<file path="src/adc_port_pkg.sv">
// package for the host-side controller of a 12-bit parallel-readout converter
// assumes one 125 MHz core clock; all times below are in ns and converted to cycles here
package adc_port_pkg;

   // ************************************************************
   // clock and widths
   // ************************************************************
   localparam int CLK_PERIOD_NS = 8;                       // core_clk period
   localparam int RESULT_W      = 12;                      // converter result width
   localparam int BYTE_W        = 8;                       // byte-mode bus width

   // ************************************************************
   // timing figures as printed (ns)
   // ************************************************************
   localparam int T_SEL_MIN_NS     = 20;                   // select low width
   localparam int T_TRIG_HI_NS     = 63;                   // trigger high width
   localparam int T_TRIG_LO_NS     = 20;                   // trigger low width
   localparam int T_QUIET_NS       = 25;                   // quiet time before conversion
   localparam int T_RD_VALID_NS    = 25;                   // read strobe to valid data
   localparam int T_BYTE_VALID_NS  = 25;                   // byte select to low part valid
   localparam int T_BUSY_RISE_NS   = 40;                   // trigger low to busy high
   localparam int T_RESET_MIN_NS   = 45;                   // reset pulse least
   localparam int T_RESET_MAX_NS   = 6140;                 // reset pulse most
   localparam int T_PDOWN_MIN_NS   = 7200;                 // power-down least low time
   localparam int T_PWRUP_NS       = 25;                   // power-up start delay

   // ************************************************************
   // derived cycle counts: least times round up, longest round down
   // ************************************************************
   localparam int C_SEL_MIN    = (T_SEL_MIN_NS + CLK_PERIOD_NS - 1) / CLK_PERIOD_NS;
   localparam int C_TRIG_HI    = (T_TRIG_HI_NS + CLK_PERIOD_NS - 1) / CLK_PERIOD_NS;
   localparam int C_TRIG_LO    = (T_TRIG_LO_NS + CLK_PERIOD_NS - 1) / CLK_PERIOD_NS;
   localparam int C_QUIET      = (T_QUIET_NS + CLK_PERIOD_NS - 1) / CLK_PERIOD_NS;
   localparam int C_RD_VALID   = (T_RD_VALID_NS + CLK_PERIOD_NS - 1) / CLK_PERIOD_NS;
   localparam int C_BYTE_VALID = (T_BYTE_VALID_NS + CLK_PERIOD_NS - 1) / CLK_PERIOD_NS;
   localparam int C_BUSY_RISE  = (T_BUSY_RISE_NS + CLK_PERIOD_NS - 1) / CLK_PERIOD_NS;
   localparam int C_RESET_MIN  = (T_RESET_MIN_NS + CLK_PERIOD_NS - 1) / CLK_PERIOD_NS;
   localparam int C_RESET_MAX  = T_RESET_MAX_NS / CLK_PERIOD_NS;
   localparam int C_PDOWN_MIN  = (T_PDOWN_MIN_NS + CLK_PERIOD_NS - 1) / CLK_PERIOD_NS;
   localparam int C_PWRUP      = (T_PWRUP_NS + CLK_PERIOD_NS - 1) / CLK_PERIOD_NS;

   // ************************************************************
   // counter width and sequencer states
   // ************************************************************
   localparam int CNT_W = 10;                              // covers the power-down count
   localparam logic [CNT_W-1:0] CNT_ZERO = 10'h000;        // counter clear value

   typedef enum logic [3:0] {
      ST_IDLE    = 4'h0,                                   // waiting for a request
      ST_ACQ     = 4'h1,                                   // trigger high, acquiring
      ST_QUIET   = 4'h2,                                   // bus quiet before conversion
      ST_CONV    = 4'h3,                                   // trigger low, wait for busy
      ST_WAIT    = 4'h4,                                   // wait for busy low
      ST_RD      = 4'h5,                                   // strobe low, full word or high byte
      ST_RD_LO   = 4'h6,                                   // byte select high, low part
      ST_RD_END  = 4'h7,                                   // strobe released, settle
      ST_PIN_LOW = 4'h8,                                   // power-down/reset line low
      ST_PIN_REC = 4'h9                                    // recovery after line release
   } seq_state_e;

endpackage : adc_port_pkg

</file>
<file path="src/adc_port_host.sv">
// host controller that drives the converter's select, trigger, read strobe, byte select
// and power-down/reset pins and collects each result
// assumes the converter's busy and data pins arrive asynchronously and are synchronised here
`timescale 1ns/1ps
module adc_port_host (
   input  wire logic                            core_clk,          // 125 MHz core clock
   input  wire logic                            rst_n,             // async reset, active low
   input  wire logic                            conv_req,          // request one conversion and read
   input  wire logic                            byte_mode,         // read as two bytes when high
   input  wire logic                            reset_req,         // request a device reset pulse
   input  wire logic                            pdown_req,         // hold device powered down while high
   input  wire logic                            busy_pin,          // converter busy output
   input  wire logic [adc_port_pkg::RESULT_W-1:0] result_bus_in,   // converter data bus
   output logic                                 select_n_ff,       // chip select pin, active low
   output logic                                 sample_trigger_ff, // conversion trigger pin
   output logic                                 read_n_ff,         // read strobe pin, active low
   output logic                                 byte_sel_ff,       // byte select pin
   output logic                                 powerdown_reset_n_ff, // power-down/reset pin
   output logic                                 ready_ff,          // controller idle
   output logic                                 result_valid_ff,   // one-cycle pulse with result
   output logic [adc_port_pkg::RESULT_W-1:0]    result_ff,         // collected result
   output logic                                 powered_down_ff    // device held in power-down
);

   // ************************************************************
   // input synchronisers
   // ************************************************************
   logic                                 busy_meta_ff;             // first stage, read only by second
   logic                                 busy_sync_ff;             // synchronised busy
   logic [adc_port_pkg::RESULT_W-1:0]    data_meta_ff;             // first stage of data bus
   logic [adc_port_pkg::RESULT_W-1:0]    data_sync_ff;             // synchronised data bus

   // both pins come from another chip, so two flops before any logic
   always_ff @(posedge core_clk or negedge rst_n) begin
      if (!rst_n) begin
         busy_meta_ff <= 1'b0;
         busy_sync_ff <= 1'b0;
         data_meta_ff <= 12'h000;
         data_sync_ff <= 12'h000;
      end else begin
         busy_meta_ff <= busy_pin;
         busy_sync_ff <= busy_meta_ff;
         data_meta_ff <= result_bus_in;
         data_sync_ff <= data_meta_ff;
      end
   end

   // ************************************************************
   // sequencer
   // ************************************************************
   adc_port_pkg::seq_state_e             state_ff;                 // current state
   logic [adc_port_pkg::CNT_W-1:0]       cnt_ff;                   // cycles spent in state
   logic                                 is_pdown_ff;              // current low pulse is a power-down
   logic                                 byte_mode_ff;             // byte mode latched per read
   logic                                 done_cnt;                 // helper: count reached

   // sync delay of two cycles is added to every wait on a device output
   localparam int SYNC_LAT = 2;

   always_comb begin
      done_cnt = 1'b0;
      unique case (state_ff)
         adc_port_pkg::ST_ACQ:
            done_cnt = (cnt_ff >= 10'(adc_port_pkg::C_TRIG_HI - 1));
         adc_port_pkg::ST_QUIET:
            done_cnt = (cnt_ff >= 10'(adc_port_pkg::C_QUIET - 1));
         adc_port_pkg::ST_CONV:
            done_cnt = (cnt_ff >= 10'(adc_port_pkg::C_BUSY_RISE + SYNC_LAT));
         adc_port_pkg::ST_RD:
            done_cnt = (cnt_ff >= 10'(adc_port_pkg::C_RD_VALID + SYNC_LAT));
         adc_port_pkg::ST_RD_LO:
            done_cnt = (cnt_ff >= 10'(adc_port_pkg::C_BYTE_VALID + SYNC_LAT));
         adc_port_pkg::ST_RD_END:
            done_cnt = (cnt_ff >= 10'(adc_port_pkg::C_QUIET - 1));
         adc_port_pkg::ST_PIN_LOW:
            done_cnt = is_pdown_ff ? 1'b0 : (cnt_ff >= 10'(adc_port_pkg::C_RESET_MIN - 1));
         adc_port_pkg::ST_PIN_REC:
            done_cnt = (cnt_ff >= 10'(adc_port_pkg::C_PWRUP - 1));
         default:
            done_cnt = 1'b0;
      endcase
   end

   // state transitions; the cycle counter restarts on every change of state
   always_ff @(posedge core_clk or negedge rst_n) begin
      if (!rst_n) begin
         state_ff     <= adc_port_pkg::ST_IDLE;
         cnt_ff       <= adc_port_pkg::CNT_ZERO;
         is_pdown_ff  <= 1'b0;
         byte_mode_ff <= 1'b0;
      end else begin
         cnt_ff <= (cnt_ff == 10'h3FF) ? cnt_ff : cnt_ff + 10'h001;
         unique case (state_ff)
            adc_port_pkg::ST_IDLE: begin
               // reset and power-down take priority over a conversion
               if (pdown_req || reset_req) begin
                  state_ff    <= adc_port_pkg::ST_PIN_LOW;
                  is_pdown_ff <= pdown_req;
                  cnt_ff      <= adc_port_pkg::CNT_ZERO;
               end else if (conv_req) begin
                  state_ff     <= adc_port_pkg::ST_ACQ;
                  byte_mode_ff <= byte_mode;
                  cnt_ff       <= adc_port_pkg::CNT_ZERO;
               end
            end
            adc_port_pkg::ST_ACQ: begin
               if (done_cnt) begin
                  state_ff <= adc_port_pkg::ST_QUIET;
                  cnt_ff   <= adc_port_pkg::CNT_ZERO;
               end
            end
            adc_port_pkg::ST_QUIET: begin
               if (done_cnt) begin
                  state_ff <= adc_port_pkg::ST_CONV;
                  cnt_ff   <= adc_port_pkg::CNT_ZERO;
               end
            end
            adc_port_pkg::ST_CONV: begin
               // give the device its busy-rise window before watching for the fall
               if (done_cnt) begin
                  state_ff <= adc_port_pkg::ST_WAIT;
                  cnt_ff   <= adc_port_pkg::CNT_ZERO;
               end
            end
            adc_port_pkg::ST_WAIT: begin
               if (!busy_sync_ff) begin
                  state_ff <= adc_port_pkg::ST_RD;
                  cnt_ff   <= adc_port_pkg::CNT_ZERO;
               end
            end
            adc_port_pkg::ST_RD: begin
               if (done_cnt) begin
                  state_ff <= byte_mode_ff ? adc_port_pkg::ST_RD_LO : adc_port_pkg::ST_RD_END;
                  cnt_ff   <= adc_port_pkg::CNT_ZERO;
               end
            end
            adc_port_pkg::ST_RD_LO: begin
               if (done_cnt) begin
                  state_ff <= adc_port_pkg::ST_RD_END;
                  cnt_ff   <= adc_port_pkg::CNT_ZERO;
               end
            end
            adc_port_pkg::ST_RD_END: begin
               // bus must be released and quiet before the next trigger fall
               if (done_cnt) begin
                  state_ff <= adc_port_pkg::ST_IDLE;
                  cnt_ff   <= adc_port_pkg::CNT_ZERO;
               end
            end
            adc_port_pkg::ST_PIN_LOW: begin
               // a power-down lasts while requested, but never shorter than its minimum
               if (done_cnt || (is_pdown_ff && !pdown_req &&
                   cnt_ff >= 10'(adc_port_pkg::C_PDOWN_MIN - 1))) begin
                  state_ff <= adc_port_pkg::ST_PIN_REC;
                  cnt_ff   <= adc_port_pkg::CNT_ZERO;
               end
            end
            adc_port_pkg::ST_PIN_REC: begin
               if (done_cnt) begin
                  state_ff <= adc_port_pkg::ST_IDLE;
                  cnt_ff   <= adc_port_pkg::CNT_ZERO;
               end
            end
            default: begin
               state_ff <= adc_port_pkg::ST_IDLE;
               cnt_ff   <= adc_port_pkg::CNT_ZERO;
            end
         endcase
      end
   end

   // ************************************************************
   // pin drivers, all registered
   // ************************************************************
   // select stays low from acquisition through the read, well over its minimum width;
   // it falls only after the trigger already stands high, so the device takes the
   // select fall as an acquisition start and never as a conversion start
   always_ff @(posedge core_clk or negedge rst_n) begin
      if (!rst_n) begin
         select_n_ff          <= 1'b1;
         sample_trigger_ff    <= 1'b0;
         read_n_ff            <= 1'b1;
         byte_sel_ff          <= 1'b0;
         powerdown_reset_n_ff <= 1'b1;
      end else begin
         select_n_ff          <= (state_ff == adc_port_pkg::ST_IDLE) ||
                                 (state_ff == adc_port_pkg::ST_PIN_LOW) ||
                                 (state_ff == adc_port_pkg::ST_PIN_REC) ||
                                 ((state_ff == adc_port_pkg::ST_ACQ) && !sample_trigger_ff);
         sample_trigger_ff    <= (state_ff == adc_port_pkg::ST_ACQ) ||
                                 (state_ff == adc_port_pkg::ST_QUIET);
         read_n_ff            <= !((state_ff == adc_port_pkg::ST_RD) ||
                                   (state_ff == adc_port_pkg::ST_RD_LO));
         byte_sel_ff          <= (state_ff == adc_port_pkg::ST_RD_LO);
         powerdown_reset_n_ff <= (state_ff != adc_port_pkg::ST_PIN_LOW);
      end
   end

   // ************************************************************
   // result capture and status
   // ************************************************************
   // full word, or the high byte on the upper lanes then the low nibble on the same lanes
   always_ff @(posedge core_clk or negedge rst_n) begin
      if (!rst_n) begin
         result_ff       <= 12'h000;
         result_valid_ff <= 1'b0;
      end else begin
         result_valid_ff <= 1'b0;
         if (state_ff == adc_port_pkg::ST_RD && done_cnt) begin
            if (byte_mode_ff)
               result_ff[11:4] <= data_sync_ff[11:4];
            else begin
               result_ff       <= data_sync_ff;
               result_valid_ff <= 1'b1;
            end
         end else if (state_ff == adc_port_pkg::ST_RD_LO && done_cnt) begin
            result_ff[3:0]  <= data_sync_ff[11:8];
            result_valid_ff <= 1'b1;
         end
      end
   end

   // status flags for the user side
   always_ff @(posedge core_clk or negedge rst_n) begin
      if (!rst_n) begin
         ready_ff        <= 1'b0;
         powered_down_ff <= 1'b0;
      end else begin
         ready_ff        <= (state_ff == adc_port_pkg::ST_IDLE) && !conv_req && !reset_req && !pdown_req;
         powered_down_ff <= (state_ff == adc_port_pkg::ST_PIN_LOW) && is_pdown_ff;
      end
   end

endmodule : adc_port_host

</file>
<file path="config.mk">
export PLATFORM = sky130hd
export DESIGN_NAME = adc_port_host
export DESIGN_NICKNAME = d
export VERILOG_FILES = /design/src/adc_port_pkg.sv /design/src/adc_port_host.sv
export SDC_FILE = /design/constraint.sdc
export NUM_CORES = 1
export LEC_CHECK = 0
export BUFFER_PORTS_ARGS = -buffer_cell sky130_fd_sc_hd__buf_2
export CAP_MARGIN = 40
export CORE_ASPECT_RATIO = 0.8
export CORE_UTILIZATION = 56
export CTS_BUF_LIST = sky130_fd_sc_hd__clkbuf_16
export DETAILED_ROUTE_END_ITERATION = 8
export GPL_TIMING_DRIVEN = 0
export PLACE_DENSITY = 0.88
export SYNTH_ARGS = -nofsm -noshare
export SYNTH_HDL_FRONTEND = slang
export SYNTH_SLANG_ARGS = --single-unit
</file>
<file path="constraint.sdc">
create_clock -name core_clk -period 2.7 [get_ports core_clk]
set_input_delay 0.135 -clock core_clk [delete_from_list [all_inputs] [get_ports core_clk]]
set_output_delay 0.135 -clock core_clk [all_outputs]
set_load 0.005 [all_outputs]
</file>
# Yosys cells after proc, flatten, opt, wreduce, memory -nomap -nowiden
# Index checks and enable logic that the tools add are counted.
# word_totals
elab_cells	105
output_inout_bits	20
ff_bits	62
# classes
magnitude_cmp	5
add_sub_neg	1
bitwise	1
muxes	27
n_reduce_logical	32
eq_ne	21
# op_table
cell	count
10-bit two-way mux	6
4-bit two-way mux	13
10-bit one-hot mux with 4 select lines	1
4-bit one-hot mux with 9 select lines	1
10-bit by 3-bit >= comparator with 1-bit output (second input constant)	3
4-bit by 3-bit equality test with 1-bit output (second input constant)	4
2-bit inequality test (second input constant)	8
10-bit by 1-bit adder with 10-bit output (second input constant)	1
10-bit equality test (second input constant)	1
10-bit >= comparator (second input constant)	1
10-bit by 2-bit >= comparator with 1-bit output (second input constant)	1
1-bit logical AND	9
9-bit AND reduction	1
4-bit by 2-bit equality test with 1-bit output (second input constant)	2
4-bit equality test (second input constant)	2
1-bit logical OR	7
7-bit OR reduction	1
2-bit OR reduction	3
1-bit logical NOT	5
1-bit two-way mux	5
4-bit by 1-bit equality test with 1-bit output (second input constant)	1
4-bit logical NOT	1
4-bit inequality test (second input constant)	1
1-bit one-hot mux with 4 select lines	1
other kinds (7)	8

# Longest topological paths before layout
# logic_depth
ltp_word	6
mapped_depth	7
depth_no_buf	7

# Worst setup path before layout
# OpenSTA, ideal clock, no wires.
# synth_path
path_kind	flip-flop to flip-flop
startpoint	register cnt_ff[4] (netlist name)
endpoint	register result_ff[0] (netlist name)
setup_ns	0.125
path_buffers	0
synth_period_minus_slack_ns	2.031
t_arrival_ns	1.906
required_time_ns	2.575
setup_slack_ns	0.669
path_stages_with_launch	6
path_cell_list	dfrtp_1 nor4_4 o211ai_1 a21oi_4 a221o_4 mux2_4
# synth_between
elab_chain_cells	6
elab_cells_between_ends	12
cone_classes	order compare (4); eq/ne (1); mux (3); reduce/logical (4)
# synth_lines
item	line	source
from (decl)	adc_port_host.sv:52	logic [adc_port_pkg::CNT_W-1:0] cnt_ff;
from (signal assigned)	adc_port_host.sv:88	cnt_ff <= adc_port_pkg::CNT_ZERO;
from (signal assigned)	adc_port_host.sv:92	cnt_ff <= (cnt_ff == 10'h3FF) ? cnt_ff : cnt_ff + 10'h001;
from (signal assigned)	adc_port_host.sv:99	cnt_ff <= adc_port_pkg::CNT_ZERO;
10-bit by 3-bit >= comparator with 1-bit output	adc_port_host.sv:76	done_cnt = is_pdown_ff ? 1'b0 : (cnt_ff >= 10'(adc_port_pkg::C_RESET_MIN - 1));
1-bit two-way mux	adc_port_host.sv:76	
1-bit one-hot mux with 4 select lines (*)	adc_port_host.sv:62	unique case (state_ff)
1-bit logical AND (on tied branches)	adc_port_host.sv:209, adc_port_host.sv:216	
2-bit inequality test (no line) / 2-bit nonzero test (equally long branches)	--	
2-bit AND reduction (no line)	--	
to (signal assigned)	adc_port_host.sv:213	result_ff <= data_sync_ff;
to (decl)	adc_port_host.sv:21	output logic [adc_port_pkg::RESULT_W-1:0] result_ff,
# Mark *: on every way between the ends. The rest lies on a longest branch, timed or not.
# A chain may end at the register's enable or synchronous reset.

# Worst setup path after layout
# layout_path
startpoint	register state_ff[1]
endpoint	register cnt_ff[8] (netlist name)
# layout_between
elab_chain_cells	6
elab_cells_between_ends	19
cone_classes	eq/ne (9); mux (4); reduce/logical (6)
# layout_lines
item	line	source
from (decl)	adc_port_host.sv:51	adc_port_pkg::seq_state_e state_ff;
from (signal assigned)	adc_port_host.sv:87	state_ff <= adc_port_pkg::ST_IDLE;
from (signal assigned)	adc_port_host.sv:97	state_ff <= adc_port_pkg::ST_PIN_LOW;
from (signal assigned)	adc_port_host.sv:101	state_ff <= adc_port_pkg::ST_ACQ;
4-bit equality test (tied with other cells)	adc_port_host.sv:62, adc_port_host.sv:93	
3-bit OR reduction (no line) / 2-bit OR reduction (equally long branches)	--	
1-bit one-hot mux with 4 select lines	adc_port_host.sv:62	
1-bit logical OR	adc_port_host.sv:152	if (done_cnt || (is_pdown_ff && !pdown_req &&
10-bit two-way mux	adc_port_host.sv:152	
10-bit one-hot mux with 4 select lines (*)	adc_port_host.sv:93	unique case (state_ff)
to (signal assigned)	adc_port_host.sv:92	
to (signal assigned)	adc_port_host.sv:99	
to (signal assigned)	adc_port_host.sv:155	cnt_ff <= adc_port_pkg::CNT_ZERO;
# Marked as above.

==> results.cfg <==
[synth]
synth_ff_type = dfrtp_1
yosysSeqAreaShare_pct = 58.9
netlist-cell-type-count = 55
synth_area_um2 = 2640
synth_edf_count = 0
synth_fp_nets = 226
yosysWarnings = 0
syn_inst = 203
syn_area_per_cell_um2 = 13.0
ys_ff_latch = 62
async_flop_share_pct = 100

[die]
die-height_um = 63.4
row_count = 21
die-area_um2 = 4990
ios = 39
die_w_um = 78.7
core_area_um2 = 4360
initial_utilization_pct = 60.5

[placement]
finalWeightedCongestion = 0.902
place_inst = 299
hpwl_um = 3450
io_buffers = 38

[global_routing]
antenna_found_initial = 0
grt_pass1_wl_um = 9410
grt_max_degree = 34
overflow = 0
grt_pass1_vias = 1960
grt_use_total_pct = 25.7

[finish]
syn_to_final_growth_pct = 26.6
drive_gt1_share_pct = 34.7
nNetsFinal = 290
fillCellCount = 273
antennaDiodeCount = 0
stdcell_count = 328

[power]
leakage_nw = 1.60
p_sw_mw = 1.07
power_density_nw_per_um2 = 983
intPower_mw = 2.21
swShare_pct = 32.7
p_seq_share_pct = 36.4
ir_drop_mv = 0.679
total_power_mw = 3.28
comb_power_share_pct = 30.9
p_clk_share_pct = 32.7

[sta]
tightest_slew_ns = 0.756
clock.fmax_mhz = 425
relSlewSlack_pct = 49.2
finalSetupViolCount = 0
setup_tns_ns = 0
fin_skew_ns = 0.00292
drv_slew = 0
finalHoldViolCount = 0
period_share_pct = 87.1
whs_ns = 0.0265
period_minus_slack_ns = 2.35
rsz0062_at_grt = false

[route]
drt-vias-per-instance = 5.85
drt-wirelength-per-cell_um = 17.2
firstDrtPassIters = 4
drtAntennaViolNets = 0
drt-total-wl_um = 5650
vias = 1918
drt_iter0_drc = 197
drc = 0

[run]
max_cap_violations = 0

[outcome]
status = complete, no violations

[setup_path]
required_ns = 2.87
start_kind = register
worstPathArrival_ns = 2.52
criticalPathCategory = reg2reg
path_max_fanout = 10
critPathCaptureType = register

[worst_hold_path]
hp-class = in2reg

[clock_network]
clkLatencyLatePin_ns = 0.32
cts_tree = done
path_clk_slew_ns = 0.05
cts-root-buf = clkbuf_16
cts_max_level = 3
cts_inserted_buffers = 9
cts_buffer_depth = 2
post_cts_resized = 0
clock_sinks = 62
[placed cells by master, fill, tap and decap left out, types with 3 or more instances in the layout]
| master | Yosys | routed |
|---|---|---|
| ha_1 | 4 | 4 |
| nor2_1 | 20 | 20 |
| nor3_1 | 12 | 12 |
| clkbuf_16 | 0 | 9 |
| xnor2_1 | 5 | 5 |
| inv_1 | 7 | 7 |
| mux2_2 | 13 | 13 |
| or3_1 | 3 | 3 |
| dfstp_2 | 3 | 3 |
| o21ai_0 | 5 | 5 |
| nand2_1 | 5 | 5 |
| nand3_1 | 7 | 7 |
| mux2_4 | 4 | 4 |
| dfrtp_1 | 59 | 59 |
| dlygate4sd3_1 | 0 | 14 |
| clkinv_1 | 0 | 3 |
| a21oi_1 | 4 | 4 |
| buf_2 | 2 | 40 |
[area by class of cell]
| type | instances | area [µm²] | area share (%) |
|---|---|---|---|
| Sequential cell | 62 | 1560 | 46.6 |
| Inverter | 7 | 26.3 | 0.787 |
| Buffer | 7 | 41.3 | 1.24 |
| Multi-Input combinational cell | 127 | 1020 | 30.4 |
| Tap cell | 57 | 71.3 | 2.14 |
| Clock inverter | 6 | 53.8 | 1.61 |
| Clock buffer | 9 | 225 | 6.74 |
| Timing Repair Buffer | 53 | 350 | 10.5 |
[per-layer routing]
layer | wire length, µm | global-route usage [%]
met1 | 2300 | 31.9
met2 | 2770 | 41.6
met3 | 379 | 7.68
met4 | 199 | 10.9
met5 | 0 | 0
[worst max-delay path, cell delays in order, from the launching register on]
cell and delay [ns]:
dfrtp_1 0.36, clkbuf_2 0.18, nor2_1 0.29, nand3b_1 0.14, o32a_1 0.43, a211oi_2 0.65, nor4_1 0.13
[cell usage after synthesis, drive strengths merged, types with 2 or more instances]
library cell / instances / share of area, %
inv: 7 / 1.0
o211ai: 2 / 0.57
nor2b: 2 / 0.47
buf: 4 / 1.1
mux2i: 2 / 0.76
nand3: 7 / 1.3
a41o: 2 / 0.81
nand2b: 3 / 1.0
ha: 4 / 1.9
or3b: 2 / 0.66
clkbuf: 3 / 0.47
a31oi: 2 / 1.0
xnor2: 5 / 1.7
nor3: 13 / 2.7
o21ai: 5 / 0.95
nand2: 5 / 0.71
or3: 3 / 0.71
dfstp: 3 / 3.0
and4b: 2 / 0.81
mux2: 17 / 7.8
a311oi: 2 / 0.90
xor2: 2 / 0.66
a21oi: 6 / 2.0
nor2: 20 / 2.8
nor4: 5 / 2.2
dfrtp: 59 / 56
[kinds of logic after synthesis]
logic type      Yosys count  synth area share, %
simple gates             67                 14.7
flops                    62                 58.9
compound gates           30                 11.0
mux                      19                 8.58
buf+inv                  14                 2.56
xor+xnor                  7                 2.32
fa+ha+maj                 4                 1.90
[per-stage QoR]
step / util [%] / setup WS, ns / cell area, µm²
after detailed placement: 67.0 / 0.436 / 2920
after global placement: 66.5 / 0.459 / 2900
final: 76.6 / 0.348 / 3340
after CTS: 76.6 / 0.386 / 3340
after global routing: 76.6 / 0.258 / 3340
after floorplan: - / 0.669 / 2640
[flip-flops by register name (all words and copies together), names as in the netlist, 4 cells and up]
name and flops:
data_sync_ff 12, result_ff 12, data_meta_ff 12, cnt_ff 10
state_ff 4
[final timing paths]
check                      slack (ns)      endpoint  cells past startpoint    startpoint
setup / recovery                 0.35     cnt_ff[8]                      6   state_ff[1]
hold / removal                   0.03      ready_ff                      2      conv_req
setup reg to reg                 0.35     cnt_ff[8]                      6   state_ff[1]
hold reg to reg                  0.34  busy_sync_ff                      0  busy_meta_ff
max in group asynchronous        1.65     read_n_ff                      3         rst_n
min in group asynchronous        0.39     cnt_ff[5]                      2         rst_n
[repair_timing]
action | in CTS | in global routing
endpoints found under the hold margin | 42 | 0
hold buffers | 14 | 0
setup buffers | 0 | 0
[power groups by stage]
stage                     Combinational (mW)  Sequential [mW]  Clock (mW)
after floorplan                        0.682             1.19           0
after global placement                 0.899             1.19           0
after detailed placement               0.945             1.21           0
after CTS                              0.995             1.19        1.08
after global routing                    1.10             1.21        1.13
final                                   1.01             1.20        1.07
(Power assumes the default switching activity.)
